## src/core/pie_pkg.sv

```systemverilog
// Package: constants and types for the peripheral interrupt enable mask
package pie_pkg;

  // ****************************************
  // Register map and field positions
  // ****************************************
  localparam logic [11:0] PIE_ENABLE_OFF = 12'h000;
  localparam logic [11:0] PIE_REQ_OFF    = 12'h004;
  localparam logic [11:0] PIE_OUT_OFF    = 12'h008;
  localparam int          PIE_NSRC       = 5;
  localparam int          PIE_BIT_CWIN   = 0;
  localparam int          PIE_BIT_CDONE  = 1;
  localparam int          PIE_BIT_CARR   = 2;
  localparam int          PIE_BIT_CFALL  = 3;
  localparam int          PIE_BIT_CRISE  = 4;
  localparam logic [4:0]  PIE_ENABLE_RST = 5'h00;

  // ****************************************
  // Carriers
  // ****************************************
  typedef struct packed {
    logic cmp_rise;
    logic cmp_fall;
    logic counter_array;
    logic conv_done;
    logic conv_window;
  } pie_src_s;

  typedef struct packed {
    logic        psel;
    logic        penable;
    logic        pwrite;
    logic [11:0] paddr;
    logic [31:0] pwdata;
  } pie_apb_req_s;

endpackage

```

## src/core/pie_gate.sv

```systemverilog
// Per-source registered gate of requests by enable bits
`timescale 1ns/1ps
module pie_gate
  import pie_pkg::*;
(
  // Clock and reset
  input  wire logic             pclk,
  input  wire logic             presetn,
  // Requests and enables
  input  wire pie_src_s         req,
  input  wire logic [4:0]       enable,
  // Gated requests
  output      pie_src_s         gated
);

  logic [4:0] next_gated;
  logic [4:0] gated_q;

  // ****************************************
  // Gating
  // ****************************************
  genvar i;
  generate
    for (i = 0; i < PIE_NSRC; i++) begin : g_src
      always_comb begin
        next_gated[i] = req[i] & enable[i];
      end
    end
  endgenerate

  always_ff @(posedge pclk or negedge presetn) begin
    if (!presetn) begin
      gated_q <= 5'h00;
    end else begin
      gated_q <= next_gated;
    end
  end

  assign gated = gated_q;

endmodule

```

## src/core/pie_mask.sv

```systemverilog
// Top: APB-reached enable mask gating five peripheral interrupt requests
//
// The APB interface to the registers and the address map are this design's own decisions.
`timescale 1ns/1ps
module pie_mask
  import pie_pkg::*;
(
  // Clock and reset
  input  wire logic        pclk,
  input  wire logic        presetn,
  // APB slave
  input  wire logic        psel,
  input  wire logic        penable,
  input  wire logic        pwrite,
  input  wire logic [11:0] paddr,
  input  wire logic [31:0] pwdata,
  input  wire logic [3:0]  pstrb,
  output      logic [31:0] prdata,
  output      logic        pready,
  output      logic        pslverr,
  // Peripheral request levels
  input  wire logic        cmp_rise_req,
  input  wire logic        cmp_fall_req,
  input  wire logic        counter_array_req,
  input  wire logic        conv_done_flag,
  input  wire logic        conv_window_req,
  // Masked requests to core
  output      logic        cmp_rise_irq,
  output      logic        cmp_fall_irq,
  output      logic        counter_array_irq,
  output      logic        conv_done_irq,
  output      logic        conv_window_irq
);

  pie_apb_req_s bus;
  pie_src_s     src;
  pie_src_s     gated;
  logic [4:0]   enable;
  logic [4:0]   next_enable;
  logic [31:0]  next_prdata;
  logic         next_pready;
  logic         next_pslverr;
  logic         setup;
  logic         hit;

  assign bus = '{psel: psel, penable: penable, pwrite: pwrite,
                 paddr: paddr, pwdata: pwdata};
  assign src = '{cmp_rise: cmp_rise_req, cmp_fall: cmp_fall_req,
                 counter_array: counter_array_req,
                 conv_done: conv_done_flag, conv_window: conv_window_req};

  // ****************************************
  // APB access, no wait states
  // ****************************************
  assign setup = bus.psel & ~bus.penable;
  assign hit   = (bus.paddr == PIE_ENABLE_OFF) |
                 (bus.paddr == PIE_REQ_OFF) |
                 (bus.paddr == PIE_OUT_OFF);

  always_comb begin
    next_enable  = enable;
    next_prdata  = prdata;
    next_pready  = 1'b0;
    next_pslverr = 1'b0;
    if (bus.psel & bus.penable & pready) begin
      next_prdata = 32'h0000_0000;
    end
    if (setup) begin
      next_pready  = 1'b1;
      next_pslverr = ~hit;
      next_prdata  = 32'h0000_0000;
      if (!bus.pwrite) begin
        unique case (bus.paddr)
          PIE_ENABLE_OFF: next_prdata = {27'h0, enable};
          PIE_REQ_OFF:    next_prdata = {27'h0, src};
          PIE_OUT_OFF:    next_prdata = {27'h0, gated};
          default:        next_prdata = 32'h0000_0000;
        endcase
      end
    end
    if (bus.psel & bus.penable & pready & bus.pwrite & pstrb[0] &
        (bus.paddr == PIE_ENABLE_OFF)) begin
      next_enable = bus.pwdata[4:0];
    end
  end

  always_ff @(posedge pclk or negedge presetn) begin
    if (!presetn) begin
      enable  <= PIE_ENABLE_RST;
      prdata  <= 32'h0000_0000;
      pready  <= 1'b0;
      pslverr <= 1'b0;
    end else begin
      enable  <= next_enable;
      prdata  <= next_prdata;
      pready  <= next_pready;
      pslverr <= next_pslverr;
    end
  end

  // ****************************************
  // Request gating
  // ****************************************
  // sources untouched, gate only
  pie_gate u_gate (
    .pclk    (pclk),
    .presetn (presetn),
    .req     (src),
    .enable  (enable),
    .gated   (gated)
  );

  assign cmp_rise_irq      = gated.cmp_rise;
  assign cmp_fall_irq      = gated.cmp_fall;
  assign counter_array_irq = gated.counter_array;
  assign conv_done_irq     = gated.conv_done;
  assign conv_window_irq   = gated.conv_window;

  // ****************************************
  // Assertions
  // ****************************************
  property p_rise;
    @(posedge pclk) disable iff (!presetn)
      ##1 cmp_rise_irq == $past(cmp_rise_req & enable[PIE_BIT_CRISE]);
  endproperty
  a_rise: assert property (p_rise) else $error("rise gate wrong");

  property p_fall;
    @(posedge pclk) disable iff (!presetn)
      !enable[PIE_BIT_CFALL] |=> !cmp_fall_irq;
  endproperty
  a_fall: assert property (p_fall) else $error("fall leaked");

  property p_carr;
    @(posedge pclk) disable iff (!presetn)
      (counter_array_req & enable[PIE_BIT_CARR]) |=> counter_array_irq;
  endproperty
  a_carr: assert property (p_carr) else $error("array blocked");

  property p_done;
    @(posedge pclk) disable iff (!presetn)
      ##1 conv_done_irq == $past(conv_done_flag & enable[PIE_BIT_CDONE]);
  endproperty
  a_done: assert property (p_done) else $error("done gate wrong");

  property p_win;
    @(posedge pclk) disable iff (!presetn)
      !enable[PIE_BIT_CWIN] |=> !conv_window_irq;
  endproperty
  a_win: assert property (p_win) else $error("window leaked");

  property p_reapply;
    @(posedge pclk) disable iff (!presetn)
      (conv_window_req & !enable[PIE_BIT_CWIN]
       ##1 conv_window_req & enable[PIE_BIT_CWIN]) |=> conv_window_irq;
  endproperty
  a_reapply: assert property (p_reapply)
    else $error("not re-presented");

  property p_ready;
    @(posedge pclk) disable iff (!presetn)
      (psel & !penable) |=> pready;
  endproperty
  a_ready: assert property (p_ready) else $error("pready late"); // bus timing

  property p_write;
    @(posedge pclk) disable iff (!presetn)
      (psel & penable & pready & pwrite & pstrb[0] &
       paddr == PIE_ENABLE_OFF) |=> enable == $past(pwdata[4:0]);
  endproperty
  a_write: assert property (p_write) else $error("enable not written"); // bus

  // ****************************************
  // Per-source and bus checks
  // ****************************************
  property p_rise_block;
    @(posedge pclk) disable iff (!presetn)
      !enable[PIE_BIT_CRISE] |=> !cmp_rise_irq;
  endproperty
  a_rise_block: assert property (p_rise_block)
    else $error("rise leaked");

  property p_rise_pass;
    @(posedge pclk) disable iff (!presetn)
      (cmp_rise_req & enable[PIE_BIT_CRISE]) |=> cmp_rise_irq;
  endproperty
  a_rise_pass: assert property (p_rise_pass)
    else $error("rise blocked");

  property p_fall_pass;
    @(posedge pclk) disable iff (!presetn)
      (cmp_fall_req & enable[PIE_BIT_CFALL]) |=> cmp_fall_irq;
  endproperty
  a_fall_pass: assert property (p_fall_pass)
    else $error("fall blocked");

  property p_fall_exact;
    @(posedge pclk) disable iff (!presetn)
      ##1 cmp_fall_irq == $past(cmp_fall_req & enable[PIE_BIT_CFALL]);
  endproperty
  a_fall_exact: assert property (p_fall_exact)
    else $error("fall gate wrong");

  property p_carr_block;
    @(posedge pclk) disable iff (!presetn)
      !enable[PIE_BIT_CARR] |=> !counter_array_irq;
  endproperty
  a_carr_block: assert property (p_carr_block)
    else $error("array leaked");

  property p_carr_exact;
    @(posedge pclk) disable iff (!presetn)
      ##1 counter_array_irq ==
          $past(counter_array_req & enable[PIE_BIT_CARR]);
  endproperty
  a_carr_exact: assert property (p_carr_exact)
    else $error("array gate wrong");

  property p_done_block;
    @(posedge pclk) disable iff (!presetn)
      !enable[PIE_BIT_CDONE] |=> !conv_done_irq;
  endproperty
  a_done_block: assert property (p_done_block)
    else $error("done leaked");

  property p_done_pass;
    @(posedge pclk) disable iff (!presetn)
      (conv_done_flag & enable[PIE_BIT_CDONE]) |=> conv_done_irq;
  endproperty
  a_done_pass: assert property (p_done_pass)
    else $error("done blocked");

  property p_win_pass;
    @(posedge pclk) disable iff (!presetn)
      (conv_window_req & enable[PIE_BIT_CWIN]) |=> conv_window_irq;
  endproperty
  a_win_pass: assert property (p_win_pass)
    else $error("window blocked");

  property p_win_exact;
    @(posedge pclk) disable iff (!presetn)
      ##1 conv_window_irq == $past(conv_window_req & enable[PIE_BIT_CWIN]);
  endproperty
  a_win_exact: assert property (p_win_exact)
    else $error("window gate wrong");

  property p_rise_again;
    @(posedge pclk) disable iff (!presetn)
      (cmp_rise_req & !enable[PIE_BIT_CRISE]
       ##1 cmp_rise_req & enable[PIE_BIT_CRISE]) |=> cmp_rise_irq;
  endproperty
  a_rise_again: assert property (p_rise_again)
    else $error("rise not re-presented");

  property p_fall_again;
    @(posedge pclk) disable iff (!presetn)
      (cmp_fall_req & !enable[PIE_BIT_CFALL]
       ##1 cmp_fall_req & enable[PIE_BIT_CFALL]) |=> cmp_fall_irq;
  endproperty
  a_fall_again: assert property (p_fall_again)
    else $error("fall not re-presented");

  property p_carr_again;
    @(posedge pclk) disable iff (!presetn)
      (counter_array_req & !enable[PIE_BIT_CARR]
       ##1 counter_array_req & enable[PIE_BIT_CARR]) |=> counter_array_irq;
  endproperty
  a_carr_again: assert property (p_carr_again)
    else $error("array not re-presented");

  property p_done_again;
    @(posedge pclk) disable iff (!presetn)
      (conv_done_flag & !enable[PIE_BIT_CDONE]
       ##1 conv_done_flag & enable[PIE_BIT_CDONE]) |=> conv_done_irq;
  endproperty
  a_done_again: assert property (p_done_again)
    else $error("done not re-presented");

  property p_ready_pulse;
    @(posedge pclk) disable iff (!presetn)
      pready |=> !pready;
  endproperty
  a_ready_pulse: assert property (p_ready_pulse) // bus timing
    else $error("pready held");

  property p_err_ready;
    @(posedge pclk) disable iff (!presetn)
      pslverr |-> pready;
  endproperty
  a_err_ready: assert property (p_err_ready) // bus timing
    else $error("pslverr alone");

  property p_rd_enable;
    @(posedge pclk) disable iff (!presetn)
      (setup & !pwrite & paddr == PIE_ENABLE_OFF) |=>
        prdata == {27'h0, $past(enable)};
  endproperty
  a_rd_enable: assert property (p_rd_enable) // bus read
    else $error("enable read wrong");

  property p_rd_req;
    @(posedge pclk) disable iff (!presetn)
      (setup & !pwrite & paddr == PIE_REQ_OFF) |=>
        prdata == {27'h0, $past(src)};
  endproperty
  a_rd_req: assert property (p_rd_req) // bus read
    else $error("request read wrong");

  property p_rd_out;
    @(posedge pclk) disable iff (!presetn)
      (setup & !pwrite & paddr == PIE_OUT_OFF) |=>
        prdata == {27'h0, $past(gated)};
  endproperty
  a_rd_out: assert property (p_rd_out) // bus read
    else $error("gated read wrong");

  property p_wr_hold;
    @(posedge pclk) disable iff (!presetn)
      !(psel & penable & pready & pwrite & pstrb[0] &
        paddr == PIE_ENABLE_OFF) |=> $stable(enable);
  endproperty
  a_wr_hold: assert property (p_wr_hold) // bus write
    else $error("enable changed unasked");

endmodule

```

## config.mk

```make
export PLATFORM = sky130hd
export DESIGN_NAME = pie_mask
export DESIGN_NICKNAME = d
export VERILOG_FILES = /design/src/core/pie_pkg.sv /design/src/core/pie_gate.sv /design/src/core/pie_mask.sv
export SDC_FILE = /design/constraint.sdc
export NUM_CORES = 1
export LEC_CHECK = 0
export BUFFER_PORTS_ARGS = -buffer_cell sky130_fd_sc_hd__buf_4
export CORE_MARGIN = 2
export CORE_UTILIZATION = 36
export CTS_CLUSTER_DIAMETER = 80
export DETAILED_ROUTE_END_ITERATION = 7
export PLACE_DENSITY = 0.81
export SYNTH_ARGS = -nofsm -noshare
export SYNTH_HDL_FRONTEND = slang
export SYNTH_HIERARCHICAL = 1
export SYNTH_SLANG_ARGS = --single-unit
```

## constraint.sdc

```tcl
create_clock -name pclk -period 1.5 [get_ports pclk]
set_input_delay 0.3 -clock pclk [delete_from_list [all_inputs] [get_ports pclk]]
set_output_delay 0.3 -clock pclk [all_outputs]
set_load 0.1 [all_outputs]
```

==> impl_metrics.json <==
{
  "initial_core_util_pct": 37.3,
  "grt_usage_pct": 11.6,
  "syn_inst": 91,
  "worstPathArrival_ns": 1.58,
  "finalPower_mw": 1.13,
  "dp_hpwl_um": 1710,
  "grt_overflow": 0,
  "wl_per_cell_um": 11.8,
  "startpoint_type": "register",
  "groute.layer.met3.usage_pct": 2.04,
  "final_nets": 193,
  "final_cells": 165,
  "layout_commonest_cell": "buf_4",
  "hold_path.class": "in -> reg",
  "num_rows": 19,
  "synth-seq-cells": 17,
  "synth_compound_area_share_pct": 8.55,
  "ant_nets": 0,
  "slew_headroom_pct": 59.3,
  "power_density_mw_per_mm2": 886,
  "die_area_mm2": 0.00324,
  "insertion_delay_ns": 0.28,
  "tns_ns": 0,
  "die_h_um": 57.0,
  "synth_mux_area_share_pct": 10.5,
  "syn_area_per_cell_um2": 11.1,
  "required_ns": 1.68,
  "clock-sinks": 17,
  "post-place-ws_ns": 0.000921,
  "tightest_slew_ns": 0.604,
  "grt_max_degree": 18,
  "slew_viol_final": 0,
  "grtUsageMet1_pct": 13.5,
  "peakVddDrop_mv": 0.559,
  "hold_viol": 0,
  "antenna_found_initial": 0,
  "ys_warn_count": 6,
  "synth.distinct_cells": 21,
  "io_pins": 97,
  "drt-pass1-iter-count": 5,
  "grt_use_met2_pct": 21.5,
  "synthXorXnorAreaFrac_pct": 0,
  "clk_pin_slew_worst_paths_ns": 0.10,
  "drt_iter0_drc": 13,
  "worst_setup_path_end_kind": "register",
  "port-buffer-count": 39,
  "ff_latch_area_um2": 429,
  "place.gp.congestion": 0.701,
  "dieWidth_um": 57.0,
  "placed_cells": 160,
  "drc": 0,
  "reg2reg_setup_slack_ns": 0.09,
  "htreeDepth": 1,
  "drt_wl_total_um": 1950,
  "core_mm2": 0.00271,
  "fill_cells": 273,
  "crit_type": "reg -> reg",
  "grt_setup_unrepaired": "false",
  "period_share_pct": 93.7,
  "ys_seq_area_share_pct": 42.1,
  "layout_min_cycle_time_ns": 1.41,
  "fmax_mhz": 712,
  "ctsLongestPathBuffers": 2,
  "drive_above_1_share_pct": 39.6,
  "final_cell_mix": "40 x buf_4, 27 x conb_1, 16 x dfrtp_1",
  "grt_pass1_wl_um": 3020,
  "fin_area_mm2": 0.00128,
  "layout_setup_ws_ns": 0.0946,
  "cts_tree": "yes",
  "cts_buffers": 3,
  "grt_pass1_vias": 708,
  "multi_input_area_um2": 465,
  "area_growth_pct": 26.5,
  "yosys.area_share.simple_pct": 16.5,
  "utilization_pct": 47.1,
  "synth_top_family_by_area": "buffers and inverters",
  "postPlaceCellArea_mm2": 0.00124,
  "p_leak_nw": 0.693,
  "cts_root_buf": "clkbuf_4",
  "via_per_inst": 4.40,
  "vias": 726,
  "grt.busiest_layer": "met2",
  "synthAdderAreaFrac_pct": 0,
  "post_cts_resized": 0,
  "outcome": "finished clean",
  "path_max_fanout": 5,
  "synth_area_mm2": 0.00101,
  "setup_viol": 0,
  "maxCapViolations": 0,
  "skew_ns": 0.00385,
  "diodes": 0,
  "hold_slack_ns": 0.222
}
==> path summary, 6_finish.rpt <==
kind | start | end | cells past startpoint
worst min-delay path | pwdata[2] | enable[2] | 2
max in group asynchronous | presetn | pready | 2
worst max register to register | pready | enable[3] | 4
worst max-delay path | pready | enable[3] | 4
min in group asynchronous | presetn | u_gate/gated[2] | 2
worst min register to register | enable[2] | u_gate/gated[2] | 1
==> metal layers <==
layer  part of all wire (%)  wire length, um  up-vias
li1                       -                -      346
met4                      0                0        0
met3                    7.7              151        0
met1                     35              685      344
met5                      0                0        -
met2                     57             1110       36
==> registers in the layout (all words and copies together) (netlist names) <==
name / flops
pready: 1
pslverr: 1
enable: 5
prdata: 5
u_gate/gated: 5
==> synth_stat cells, drive strengths merged <==
| cell | n | area share, % |
|---|---|---|
| mux2i | 5 | 5.0 |
| a211oi | 1 | 1.2 |
| nand3 | 1 | 0.50 |
| o21ai | 6 | 3.0 |
| dfrtp | 17 | 42 |
| nor3b | 1 | 1.2 |
| inv | 2 | 0.74 |
| nand2 | 6 | 2.2 |
| a22o | 5 | 4.3 |
| buf | 28 | 21 |
| conb | 1 | 0.37 |
| mux2 | 5 | 5.6 |
| nand4 | 2 | 1.9 |
| nor3 | 2 | 2.1 |
| nor2b | 1 | 0.62 |
| and2 | 6 | 3.7 |
| nor4 | 2 | 4.2 |
==> area by class of cell <==
cell class	instances	share of cell area (%)
clock buffer	4	2.06
multi-input combinational	70	36.4
sequential	17	33.6
inverter	2	0.588
tap	31	3.04
timing repair buffer	41	24.3
==> power breakdown <==
part | switching, mW | total (mW) | internal, mW
Clock | 0.138 | 0.241 | 0.103
Sequential | 0.00165 | 0.463 | 0.462
Combinational | 0.364 | 0.428 | 0.0640
==> logic make-up (layout without fill, tap and decap cells) <==
| kind of cell | count (synthesis) | after routing |
|---|---|---|
| AOI/OAI and AO/OA | 12 | 12 |
| buffers and inverters | 30 | 47 |
| DFF | 17 | 17 |
| muxes | 10 | 10 |
| other | 1 | 27 |
| and+or+nand+nor | 21 | 21 |
==> critical path, cell delays in order (launching register included) <==
cell,delay [ns]
dfrtp_4,0.43
nand4_1,0.12
nor3_2,0.16
nand4_2,0.22
mux2_1,0.37
==> what timing repair did <==
item | 4_1_cts | 5_1_grt
buffers inserted | 0 | 0
hold buffers | 1 | 0
endpoints found under the hold margin | 17 | 0
Note: power is estimated with default switching activity, not from simulation.
